==> src/dgp_pkg.sv <==
// Package for the dual port block: register map, reset values, carriers
package dgp_pkg;
  localparam int DGP_AW = 5;
  localparam logic [4:0] DGP_OFF_F_DIR = 5'h00;
  localparam logic [4:0] DGP_OFF_F_PINS = 5'h04;
  localparam logic [4:0] DGP_OFF_F_LAT = 5'h08;
  localparam logic [4:0] DGP_OFF_G_DIR = 5'h0c;
  localparam logic [4:0] DGP_OFF_G_PINS = 5'h10;
  localparam logic [4:0] DGP_OFF_G_LAT = 5'h14;
  localparam logic [4:0] DGP_OFF_ANA = 5'h18;
  localparam logic [4:0] DGP_OFF_CMP = 5'h1c;
  localparam logic [7:0] DGP_F_DIR_RST = 8'hff;
  localparam logic [7:0] DGP_G_DIR_RST = 8'h1f;
  localparam logic [7:0] DGP_LAT_RST = 8'h00;
  localparam logic [7:0] DGP_ANA_RST = 8'h00;
  localparam logic [7:0] DGP_CMP_RST = 8'h07;
  localparam logic [7:0] DGP_G_DIR_MASK = 8'h1f;
  localparam logic [7:0] DGP_G_PIN_MASK = 8'h3f;
  localparam logic [3:0] DGP_ANA_ALL_DIG = 4'hf;
  localparam int DGP_ANA_PCFG_LSB = 0;
  localparam int DGP_CMP_MODE_LSB = 0;
  localparam int DGP_CMP_REF_BIT = 3;
  localparam logic [2:0] DGP_CMP_OUT_MODE = 3'h3;
  localparam int DGP_SYNC_STAGES = 2;
  typedef struct packed {
    logic c1_out;
    logic c2_out;
    logic ref_en;
  } dgp_cmp_s;
  typedef struct packed {
    logic enhanced_capture_unit_three_en;
    logic enhanced_capture_unit_three_out;
    logic p3a_en;
    logic p3a_out;
    logic ser_en;
    logic ser_out;
    logic ser_dir_out;
    logic capture_unit_four_en;
    logic capture_unit_four_out;
    logic p3d_en;
    logic p3d_out;
    logic capture_unit_five_en;
    logic capture_unit_five_out;
    logic p1d_en;
    logic p1d_out;
    logic pwm_shutdown;
  } dgp_periph_s;
endpackage

==> src/dgp_regbit.sv <==
// Eight-bit software register with write mask and reset value
`timescale 1ns/100ps
module dgp_regbit
  import dgp_pkg::*;
#(
  parameter logic [7:0] RST = 8'h00,
  parameter logic [7:0] MASK = 8'hff
)
(
  input wire logic core_clk_i,
  input wire logic nrst_i,
  input wire logic we_i,
  input wire logic [7:0] wdata_i,
  output logic [7:0] q_o
);
  always_ff @(posedge core_clk_i or negedge nrst_i)
  begin
    if (!nrst_i)
      q_o <= RST & MASK;
    else if (we_i)
      q_o <= wdata_i & MASK;
  end
endmodule

==> src/dgp_sync.sv <==
// Two-flop synchroniser for a bundle of pin levels
`timescale 1ns/100ps
module dgp_sync
  import dgp_pkg::*;
#(
  parameter int W = 8
)
(
  input wire logic core_clk_i,
  input wire logic nrst_i,
  input wire logic [W-1:0] d_i,
  output logic [W-1:0] q_o
);
  logic [W-1:0] meta_r;
  always_ff @(posedge core_clk_i or negedge nrst_i)
  begin
    if (!nrst_i)
    begin
      meta_r <= '0;
      q_o <= '0;
    end
    else
    begin
      meta_r <= d_i;
      q_o <= meta_r;
    end
  end
endmodule

==> src/dgp_top.sv <==
// Dual general-purpose port F/G with Wishbone register access
// Notes on behaviour
// - Direction bit one tri-states the pin driver, pin acts as input.
// - Direction bit zero drives the pin with its latch bit.
// - Latch register reads return stored latch, not pin level.
// - Port F has eight individually configurable pins.
// - Port G has six pins; unused high bits read zero.
// - After reset port F low seven pins are analog and read zero.
// - Analog selection disables the digital input path of a pin.
// - Analog selection leaves the digital output path working.
// - Routed comparator output replaces latch on an output pin.
// - Reference output enabled disables digital in and out of its pin.
// - Port F top pin feeds serial slave select when an input.
// - Peripheral direction override never writes the direction register.
// - Master clear disabled: input-only pin is plain digital input.
// - Master clear enabled: input-only pin read and latch read zero.
// - After reset port G pins are inputs; input-only pin per master clear.
// - Capture unit three output overrides latch; pin feeds its capture input.
// - Serial two transmit or clock overrides latch; clock input when input.
// - Capture units four and five outrank latch and shared PWM channel.
// - PWM channels override latch and tri-state during shutdown.
`timescale 1ns/100ps
module dgp_top
  import dgp_pkg::*;
(
  input wire logic core_clk_i,
  input wire logic nrst_i,
  input wire logic wb_cyc_i,
  input wire logic wb_stb_i,
  input wire logic wb_we_i,
  input wire logic [DGP_AW-1:0] wb_adr_i,
  input wire logic [3:0] wb_sel_i,
  input wire logic [31:0] wb_dat_i,
  output logic [31:0] wb_dat_o,
  output logic wb_ack_o,
  input wire logic master_clear_enable_cfg_i,
  input wire dgp_cmp_s cmp_i,
  input wire dgp_periph_s periph_i,
  input wire logic [7:0] port_f_in_i,
  output logic [7:0] port_f_out_o,
  output logic [7:0] port_f_oe_o,
  input wire logic [5:0] port_g_in_i,
  output logic [4:0] port_g_out_o,
  output logic [4:0] port_g_oe_o,
  output logic serial_slave_select_o,
  output logic capture_three_in_o,
  output logic serial_two_sync_clock_in_o,
  output logic serial_two_receive_o,
  output logic capture_four_in_o,
  output logic capture_five_in_o,
  output logic master_clear_input_o,
  output logic [6:0] analog_enable_o
);
  logic [7:0] f_dir_r;
  logic [7:0] f_lat_r;
  logic [7:0] g_dir_r;
  logic [7:0] g_lat_r;
  logic [7:0] ana_r;
  logic [7:0] cmp_r;
  logic [7:0] f_sync;
  logic [5:0] g_sync;
  logic [7:0] f_read;
  logic [7:0] g_read;
  logic [7:0] f_out_nxt;
  logic [7:0] f_oe_nxt;
  logic [4:0] g_out_nxt;
  logic [4:0] g_oe_nxt;
  logic [6:0] ana_sel;
  logic wr_en;
  logic master_clear_input_r;
  logic ack_r;
  logic [31:0] rdat_nxt;
  logic cmp_routed;

  // Single-cycle classic slave: ack the cycle after the strobe, drop after
  assign wr_en = wb_cyc_i && wb_stb_i && wb_we_i && wb_sel_i[0] && !ack_r;

  dgp_regbit #(.RST(DGP_F_DIR_RST), .MASK(8'hff)) u_f_dir (
    .core_clk_i(core_clk_i), .nrst_i(nrst_i),
    .we_i(wr_en && wb_adr_i == DGP_OFF_F_DIR), .wdata_i(wb_dat_i[7:0]), .q_o(f_dir_r));
  // Writes to the pins address land in the latch, as on the latch address
  dgp_regbit #(.RST(DGP_LAT_RST), .MASK(8'hff)) u_f_lat (
    .core_clk_i(core_clk_i), .nrst_i(nrst_i),
    .we_i(wr_en && (wb_adr_i == DGP_OFF_F_LAT || wb_adr_i == DGP_OFF_F_PINS)),
    .wdata_i(wb_dat_i[7:0]), .q_o(f_lat_r));
  dgp_regbit #(.RST(DGP_G_DIR_RST), .MASK(DGP_G_DIR_MASK)) u_g_dir (
    .core_clk_i(core_clk_i), .nrst_i(nrst_i),
    .we_i(wr_en && wb_adr_i == DGP_OFF_G_DIR), .wdata_i(wb_dat_i[7:0]), .q_o(g_dir_r));
  dgp_regbit #(.RST(DGP_LAT_RST), .MASK(DGP_G_PIN_MASK)) u_g_lat (
    .core_clk_i(core_clk_i), .nrst_i(nrst_i),
    .we_i(wr_en && (wb_adr_i == DGP_OFF_G_LAT || wb_adr_i == DGP_OFF_G_PINS)),
    .wdata_i(wb_dat_i[7:0]), .q_o(g_lat_r));
  dgp_regbit #(.RST(DGP_ANA_RST), .MASK(8'h3f)) u_ana (
    .core_clk_i(core_clk_i), .nrst_i(nrst_i),
    .we_i(wr_en && wb_adr_i == DGP_OFF_ANA), .wdata_i(wb_dat_i[7:0]), .q_o(ana_r));
  // Comparator output flags are status, so only the low six bits are stored
  dgp_regbit #(.RST(DGP_CMP_RST), .MASK(8'h3f)) u_cmp (
    .core_clk_i(core_clk_i), .nrst_i(nrst_i),
    .we_i(wr_en && wb_adr_i == DGP_OFF_CMP), .wdata_i(wb_dat_i[7:0]), .q_o(cmp_r));

  dgp_sync #(.W(8)) u_f_sync (
    .core_clk_i(core_clk_i), .nrst_i(nrst_i), .d_i(port_f_in_i), .q_o(f_sync));
  dgp_sync #(.W(6)) u_g_sync (
    .core_clk_i(core_clk_i), .nrst_i(nrst_i), .d_i(port_g_in_i), .q_o(g_sync));

  // Strap sampled after reset release, never inside the reset branch
  always_ff @(posedge core_clk_i or negedge nrst_i)
  begin
    if (!nrst_i)
      master_clear_input_r <= 1'b1;
    else
      master_clear_input_r <= master_clear_enable_cfg_i;
  end

  // Low seven pins are all analog for field values up to 6 and all digital from 13 up;
  // a smaller field value leaves more channels analog
  always_comb
  begin
    logic [3:0] pcfg;
    pcfg = ana_r[DGP_ANA_PCFG_LSB +: 4];
    for (int i = 0; i < 7; i++)
      ana_sel[i] = (pcfg == DGP_ANA_ALL_DIG) ? 1'b0 : (5'(i) + 5'(pcfg) < 5'h0d);
  end
  assign analog_enable_o = ana_sel;
  assign cmp_routed = cmp_r[DGP_CMP_MODE_LSB +: 3] == DGP_CMP_OUT_MODE;

  // Port F pin drive
  always_comb
  begin
    f_out_nxt = f_lat_r;
    f_oe_nxt = ~f_dir_r;
    if (cmp_routed)
    begin
      f_out_nxt[1] = cmp_i.c2_out;
      f_out_nxt[2] = cmp_i.c1_out;
    end
    if (cmp_i.ref_en)
    begin
      f_oe_nxt[5] = 1'b0;
      f_out_nxt[5] = 1'b0;
    end
  end

  // Port G pin drive; the direction register is never written here
  always_comb
  begin
    g_out_nxt = g_lat_r[4:0];
    g_oe_nxt = ~g_dir_r[4:0];
    if (periph_i.enhanced_capture_unit_three_en)
      g_out_nxt[0] = periph_i.enhanced_capture_unit_three_out;
    else if (periph_i.p3a_en)
    begin
      g_out_nxt[0] = periph_i.p3a_out;
      if (periph_i.pwm_shutdown)
        g_oe_nxt[0] = 1'b0;
    end
    if (periph_i.ser_en)
    begin
      g_out_nxt[1] = periph_i.ser_out;
    end
    if (periph_i.ser_dir_out)
    begin
      g_oe_nxt[2] = 1'b1;
      g_out_nxt[2] = periph_i.ser_out;
    end
    if (periph_i.capture_unit_four_en)
      g_out_nxt[3] = periph_i.capture_unit_four_out;
    else if (periph_i.p3d_en)
    begin
      g_out_nxt[3] = periph_i.p3d_out;
      if (periph_i.pwm_shutdown)
        g_oe_nxt[3] = 1'b0;
    end
    if (periph_i.capture_unit_five_en)
      g_out_nxt[4] = periph_i.capture_unit_five_out;
    else if (periph_i.p1d_en)
    begin
      g_out_nxt[4] = periph_i.p1d_out;
      if (periph_i.pwm_shutdown)
        g_oe_nxt[4] = 1'b0;
    end
  end

  // Output pins come from flip-flops; one cycle behind the registers
  always_ff @(posedge core_clk_i or negedge nrst_i)
  begin
    if (!nrst_i)
    begin
      port_f_out_o <= '0;
      port_f_oe_o <= '0;
      port_g_out_o <= '0;
      port_g_oe_o <= '0;
    end
    else
    begin
      port_f_out_o <= f_out_nxt;
      port_f_oe_o <= f_oe_nxt;
      port_g_out_o <= g_out_nxt;
      port_g_oe_o <= g_oe_nxt;
    end
  end

  // Pin read paths
  always_comb
  begin
    f_read = f_sync;
    for (int i = 0; i < 7; i++)
      if (ana_sel[i])
        f_read[i] = 1'b0;
    if (cmp_i.ref_en)
      f_read[5] = 1'b0;
    g_read = {2'b00, g_sync};
    if (master_clear_input_r)
      g_read[5] = 1'b0;
  end

  // Peripheral inputs fed from the synchronised pins
  always_ff @(posedge core_clk_i or negedge nrst_i)
  begin
    if (!nrst_i)
    begin
      serial_slave_select_o <= 1'b0;
      capture_three_in_o <= 1'b0;
      serial_two_sync_clock_in_o <= 1'b0;
      serial_two_receive_o <= 1'b0;
      capture_four_in_o <= 1'b0;
      capture_five_in_o <= 1'b0;
      master_clear_input_o <= 1'b0;
    end
    else
    begin
      serial_slave_select_o <= f_dir_r[7] & f_sync[7];
      capture_three_in_o <= g_dir_r[0] & g_sync[0];
      serial_two_sync_clock_in_o <= g_dir_r[1] & g_sync[1];
      serial_two_receive_o <= g_dir_r[2] & g_sync[2];
      capture_four_in_o <= g_dir_r[3] & g_sync[3];
      capture_five_in_o <= g_dir_r[4] & g_sync[4];
      master_clear_input_o <= master_clear_input_r & g_sync[5];
    end
  end

  // Read mux; unmapped offsets read zero and still ack
  always_comb
  begin
    rdat_nxt = '0;
    case (wb_adr_i)
      DGP_OFF_F_DIR: rdat_nxt[7:0] = f_dir_r;
      DGP_OFF_F_PINS: rdat_nxt[7:0] = f_read;
      DGP_OFF_F_LAT: rdat_nxt[7:0] = f_lat_r;
      DGP_OFF_G_DIR: rdat_nxt[7:0] = g_dir_r;
      DGP_OFF_G_PINS: rdat_nxt[7:0] = g_read;
      DGP_OFF_G_LAT: rdat_nxt[7:0] = {2'b00, master_clear_input_r ? 1'b0 : g_lat_r[5], g_lat_r[4:0]};
      DGP_OFF_ANA: rdat_nxt[7:0] = ana_r;
      DGP_OFF_CMP: rdat_nxt[7:0] = {cmp_i.c2_out, cmp_i.c1_out, cmp_r[5:0]};
      default: rdat_nxt = '0;
    endcase
  end

  always_ff @(posedge core_clk_i or negedge nrst_i)
  begin
    if (!nrst_i)
    begin
      ack_r <= 1'b0;
      wb_dat_o <= '0;
    end
    else
    begin
      ack_r <= wb_cyc_i && wb_stb_i && !ack_r;
      wb_dat_o <= rdat_nxt;
    end
  end
  assign wb_ack_o = ack_r;
endmodule

==> config.mk <==
export PLATFORM = sky130hd
export DESIGN_NAME = dgp_top
export DESIGN_NICKNAME = d
export VERILOG_FILES = /design/src/dgp_pkg.sv /design/src/dgp_regbit.sv /design/src/dgp_sync.sv /design/src/dgp_top.sv
export SDC_FILE = /design/constraint.sdc
export NUM_CORES = 1
export LEC_CHECK = 0
export BUFFER_PORTS_ARGS = -buffer_cell sky130_fd_sc_hd__buf_2
export CAP_MARGIN = 20
export CORE_MARGIN = 2
export CORE_UTILIZATION = 35
export DETAILED_ROUTE_END_ITERATION = 10
export PLACE_DENSITY_LB_ADDON = 0.15
export RECOVER_POWER = 25
export SLEW_MARGIN = 10
export SYNTH_ARGS = -nofsm -noshare
export SYNTH_HDL_FRONTEND = slang
export SYNTH_SLANG_ARGS = --single-unit
==> constraint.sdc <==
create_clock -name core_clk_i -period 3.85 [get_ports core_clk_i]
set_input_delay 0.1925 -clock core_clk_i [delete_from_list [all_inputs] [get_ports core_clk_i]]
set_output_delay 0.1925 -clock core_clk_i [all_outputs]
set_load 0.01 [all_outputs]
# Word-level counts from Yosys, hierarchy flattened
# Index checks and enable logic that the tools add are counted.
[classes]
muxes = 39
eq_ne = 9
n_reduce_logical = 15
n_lt_le_gt_ge = 7
add_sub_neg = 6
n_bitwise = 9
[op_table]
columns = ["op", "n"]
rows = [
  ["case mux 8 bit (8 select lines)", 1],
  ["2-to-1 mux 1 bit", 37],
  ["less-than comparator 5 x 4 -> 1 bit (second input constant)", 6],
  ["equality test 5 bit (second input constant)", 4],
  ["adder 3 x 4 -> 5 bit (first input constant)", 3],
  ["logical AND 1 bit", 11],
  ["adder 2 x 4 -> 5 bit (first input constant)", 2],
  ["equality test 5 x 4 -> 1 bit (second input constant)", 2],
  ["inverter 8 bit", 1],
  ["AND 1 bit", 7],
  ["adder 1 x 4 -> 5 bit (first input constant)", 1],
  ["equality test 5 x 3 -> 1 bit (second input constant)", 1],
  ["logical NOT 5 bit", 1],
  ["inverter 5 bit", 1],
  ["equality test 4 bit (second input constant)", 1],
  ["less-than comparator 4 bit (second input constant)", 1],
  ["equality test 3 x 2 -> 1 bit (second input constant)", 1],
  ["logical OR 1 bit", 2],
  ["2-to-1 mux 2 bit", 1],
  ["logical NOT 1 bit", 1],
]
[totals]
wordCells = 109
register_bits = 110
out_inout_bits = 73
in_bits = 80

# Longest topological paths before layout
[logic_depth]
word_depth = 6
ltp_mapped = 7
depth_no_buf = 6

# Cells and area by module
# Synthesis repeated with hierarchy kept, for this count alone.
[hier_totals]
cells_unflattened = 370
area_unflattened_um2 = 4850.9
[by_module_without_submodules]
columns = ["mod", "cells_per_inst", "area_each_um2", "instances", "seq_area_each_um2"]
rows = [
  ["dgp_top", 246, 2448.6, 1, 1077.3],
  ["dgp_regbit (u_ana ...)", 16, 270.3, 2, 150.1],
  ["dgp_sync (u_f_sync)", 16, 400.4, 1, 400.4],
  ["dgp_regbit (u_f_dir)", 17, 341.6, 1, 210.2],
  ["dgp_regbit (u_f_lat)", 17, 331.6, 1, 200.2],
  ["dgp_sync (u_g_sync)", 12, 300.3, 1, 300.3],
  ["dgp_regbit (u_cmp)", 16, 274.0, 1, 153.9],
  ["dgp_regbit (u_g_dir)", 14, 214.0, 1, 131.4],
]

# Worst setup path before layout
# OpenSTA, ideal clock, no wires.
[synth_timing]
path_kind = "register -> register"
start = "register u_ana.q_o[0]"
end = "register wb_dat_o[1]"
path_stages_with_launch = 8
arrival_time_ns = 2.000
period_less_slack_ns = 2.157
required_time_ns = 3.693
setup_ns = 0.157
path_slack_ns = 1.693
path_buffers = 1
path_cell_list = "dfrtp_1 clkbuf_1 inv_1 ha_1 nand2b_1 a21oi_1 o311ai_0 o211ai_1"
[synth_via]
elab_chain_cells = 5
elab_cells_between_ends = 6
cone_classes = "1 x add/sub; 1 x order compare; 1 x eq/ne; 3 x mux"
[synth_lines]
columns = ["item", "line_no", "rtl"]
rows = [
  ["from (decl)", "dgp_regbit.sv:14", "output logic [7:0] q_o"],
  ["from (signal assigned)", "dgp_regbit.sv:19", "q_o <= RST & MASK;"],
  ["from (signal assigned)", "dgp_regbit.sv:21", "q_o <= wdata_i & MASK;"],
  ["adder 1 x 4 -> 5 bit", "dgp_top.sv:122", "ana_sel[i] = (pcfg == DGP_ANA_ALL_DIG) ? 1'b0 : (5'(i) + 5'(pcfg) < 5'h0d);"],
  ["less-than comparator 5 x 4 -> 1 bit", "dgp_top.sv:122", ""],
  ["2-to-1 mux 1 bit (*)", "dgp_top.sv:122", ""],
  ["net analog_enable_o[1]", "dgp_top.sv:52", "output logic [6:0] analog_enable_o"],
  ["2-to-1 mux 1 bit (*)", "dgp_top.sv:208", "if (ana_sel[i])"],
  ["case mux 8 bit (8 select lines) (*)", "dgp_top.sv:246", "case (wb_adr_i)"],
  ["net rdat_nxt[1]", "dgp_top.sv:72", "logic [31:0] rdat_nxt;"],
  ["to (signal assigned)", "dgp_top.sv:269", "wb_dat_o <= rdat_nxt;"],
  ["to (decl)", "dgp_top.sv:34", "output logic [31:0] wb_dat_o,"],
]
# The timed path passes the listed nets; every way through them passes the cells marked *.
# A chain may end at the register's enable or synchronous reset.

# Worst setup path after layout
[layout_timing]
start = "register u_ana.q_o[0]"
end = "output port analog_enable_o[5]"
[layout_via]
elab_chain_cells = 3
elab_cells_between_ends = 4
cone_classes = "1 x add/sub; 1 x order compare; 1 x eq/ne; 1 x mux"
[layout_lines]
columns = ["item", "line_no"]
rows = [
  ["adder 3 x 4 -> 5 bit", "dgp_top.sv:122"],
  ["less-than comparator 5 x 4 -> 1 bit", "dgp_top.sv:122"],
  ["2-to-1 mux 1 bit (*)", "dgp_top.sv:122"],
  ["to (decl)", "dgp_top.sv:52"],
]
# Every way passes the cells marked *; elsewhere a longest branch is shown, timed or not.

==> flow_summary.yaml <==
sta:
  setup_violations: 0
  max_freq_mhz: 372.4
  clock_skew_ps: 5.891
  rsz0062_at_grt: "no"
  worst_pin_slew_ps: 2159
  fin_crit_sh: 0.6975
  period_minus_slack_ps: 2685
  fin_ws_ps: 1165
  timing_hold_violations_final: 0
  final.setup.tns_ps: 0
  hold_slack_ps: 39.22
  slew_violations: 42
  relSlewSlack: -0.4392
logic_synthesis:
  synthArstFlopShare: 1.000
  syn_inst: 348
  seq_area_frac_synth: 0.6092
  synth_edf_count: 0
  synth_seq_cells: 110
  ys_warn_count: 0
  ys.flop_type: "dfrtp_1"
  netlist_area_sq_um: 4553
  syn_avg_cell_area_sq_um: 13.08
  synth.distinct_cells: 51
route:
  drc: 0
  routed_wl_mm: 10.15
  via_per_inst: 4.685
  first_pass_iters: 4
  first_iter_violations: 204
  drtAntennaViolNets: 0
  post_drt_wl_per_cell_microns: 15.89
  vias: 2994
power_and_ir_drop:
  power_leakage_nw: 2.751
  fin_total_pwr_mw: 2.466
  p_per_area_nw_per_um2: 440.0
  vdd_drop_max_mv: 0.1807
critical_path:
  setup.worst_path.class: "flip-flop to output port"
  cp_max_fo: 12
  cp_data_required_time_ps: 3660
  end_kind: "output port"
  critPathArrivalTime_ps: 2490
  setup.worst_path.start_class: "flip-flop"
min_path:
  hold_class: "primary input to flip-flop"
clock_tree:
  clock-sinks: 110
  htreeDepth: 3
  post_cts_buffers: 0
  cts_made_buffers: 9
  path_clk_slew_ps: 70
  clk_latency_ps: 350
  cts_tree: "yes"
  root_buffer: "clkbuf_16"
  clockBufferDepth: 2
placed_design:
  placement.setup.worst_slack_ps: 1382
  port_buffers: 101
  dpl-instance-area_sq_um: 5125
  hpwl_mm: 7.478
  gp_congestion: 0.8322
die:
  die_w_microns: 118.1
  fp-row-count: 41
  io-pin-count: 153
  die_y_microns: 118.1
  core_area_sq_um: 12670
  die_area_sq_um: 13940
  initial_core_util: 0.3593
global_route:
  antenna_found_initial: 0
  grt_max_degree: 42
  grt_first_pass_wirelength_mm: 16.08
  first_global_vias: 3017
  grt-ovfl-total: 0
  grtUsageTotal: 0.1505
job:
  maxCapViolCount: 1
final_layout:
  antennaDiodeCount: 0
  fillCellCount: 1212
  finish.instance_area_sq_um: 5605
  area_growth_pct: 23.11
  post_route_cells_drive_above_1_share: 0.3576
  layout.nets: 546
run_status:
  status: "complete, but fails checks"
  failed_checks: "capacitance limit, slew limit"
-- report_power, final --
group | internal [mW] | total [mW] | leakage, nW | switching (mW)
logic | 0.0951 | 0.211 | 1.24 | 0.116
registers | 1.22 | 1.26 | 1.36 | 0.0343
clock network | 0.585 | 0.997 | 0.154 | 0.412
-- logic make-up after synthesis --
family | synth area share
adders and majority gates | 0.01099
and+or+nand+nor | 0.09069
other | 0.0008236
muxes | 0.1330
buffers and inverters | 0.07200
AOI/OAI and AO/OA | 0.08327
DFF | 0.6092
-- through the flow --
step | util | instances
detailed placement | 0.4045 | 607
finish | 0.4424 | 639
CTS | 0.4427 | 639
global placement | 0.4045 | 607
floorplan | - | 371
global route | 0.4424 | 639
-- worst paths after layout --
| path | start | end | slack [ps] | cells after the start |
|---|---|---|---|---|
| setup / recovery | u_ana.q_o[0] | analog_enable_o[5] | 1160 | 6 |
| hold / removal | cmp_i[0] | port_f_oe_o[5] | 40 | 2 |
| setup reg to reg | wb_ack_o | u_ana.q_o[1] | 1330 | 5 |
| hold reg to reg | u_f_sync.meta_r[7] | u_f_sync.q_o[7] | 350 | 0 |
| max in group asynchronous | nrst_i | u_f_dir.q_o[6] | 1410 | 3 |
| min in group asynchronous | nrst_i | master_clear_input_o | 1010 | 2 |
-- layer usage --
layer	vias up	GRT usage	wire length, microns
met4	0	0.06627	151
met2	81	0.2358	4872
li1	1403	-	-
met1	1499	0.2013	4675
met3	11	0.03246	452
met5	-	0	0
-- sequential cells by signal (all words and copies together) (netlist names), 5 cells and up --
name and count:
port_g_out_o 5, wb_dat_o 8, u_g_sync.q_o 6, u_g_sync.meta_r 6, port_f_oe_o 8, u_ana.q_o 6, u_f_sync.meta_r 8, port_g_oe_o 5
u_g_dir.q_o 5, u_f_lat.q_o 8, u_f_sync.q_o 8, u_cmp.q_o 6, u_g_lat.q_o 6, u_f_dir.q_o 8, port_f_out_o 8
-- worst max-delay path, stage by stage, from the launching register on --
cell and delay, ps:
dfrtp_1 590, inv_1 140, ha_1 370, nor2b_1 240
o22ai_1 100, a211oi_1 480, buf_2 220
-- cells in the final DEF (no fill, tap or decap), types with 4 or more instances in the layout --
master	instances
conb_1	24
o211ai_1	4
ha_1	4
nor2b_1	5
nor2_1	5
dfrtp_1	93
dfstp_2	8
nand2_1	14
and2_1	6
and2_0	4
buf_2	100
a22oi_1	4
clkbuf_16	9
mux2_2	25
mux2_1	7
nand3b_1	5
dlygate4sd3_1	16
inv_1	16
nand3_1	13
buf_4	4
o21ai_0	20
mux2_4	8
a211oi_1	4
nand2b_1	4
dfstp_1	9
mux2i_1	8
-- area by class of cell --
class,instances,area [sq um],area share
well taps,172,215.2,0.03839
flip-flops and latches,110,2774,0.4949
clock inverters,6,85.08,0.01518
multi-input cells,204,1538,0.2743
inverters,16,60.06,0.01071
clock buffers,10,239.0,0.04263
repair buffers,121,694.4,0.1239
-- cells in the mapped netlist, drive strengths merged, types with 2 or more instances --
| cell | number | share of area |
|---|---|---|
| nand3 | 13 | 0.014 |
| mux2 | 40 | 0.11 |
| inv | 16 | 0.013 |
| a222oi | 2 | 0.0044 |
| a32o | 2 | 0.0044 |
| a31oi | 3 | 0.0041 |
| nor2 | 5 | 0.0041 |
| o21ai | 21 | 0.023 |
| ha | 4 | 0.011 |
| nor4b | 2 | 0.0052 |
| a22oi | 4 | 0.0066 |
| dfrtp | 93 | 0.51 |
| and3 | 3 | 0.0041 |
| nor3 | 2 | 0.0033 |
| clkbuf | 7 | 0.0058 |
| mux2i | 8 | 0.018 |
| nor2b | 5 | 0.0069 |
| a211oi | 4 | 0.0066 |
| nand3b | 5 | 0.0082 |
| buf | 34 | 0.053 |
| a32oi | 3 | 0.0058 |
| and2 | 10 | 0.014 |
| a21oi | 3 | 0.0033 |
| mux4 | 2 | 0.0099 |
| o21a | 2 | 0.0033 |
| nand2b | 4 | 0.0055 |
| and3b | 2 | 0.0038 |
| o211ai | 4 | 0.0066 |
| dfstp | 17 | 0.098 |
| nand2 | 14 | 0.012 |
-- what timing repair did --
action                                  4_1_cts  5_1_grt
endpoints found under the hold margin        50        0
hold buffers                                 16        0
endpoints found under the setup margin        0        0
gates resized for setup                       0        0
(Power assumes the default switching activity.)
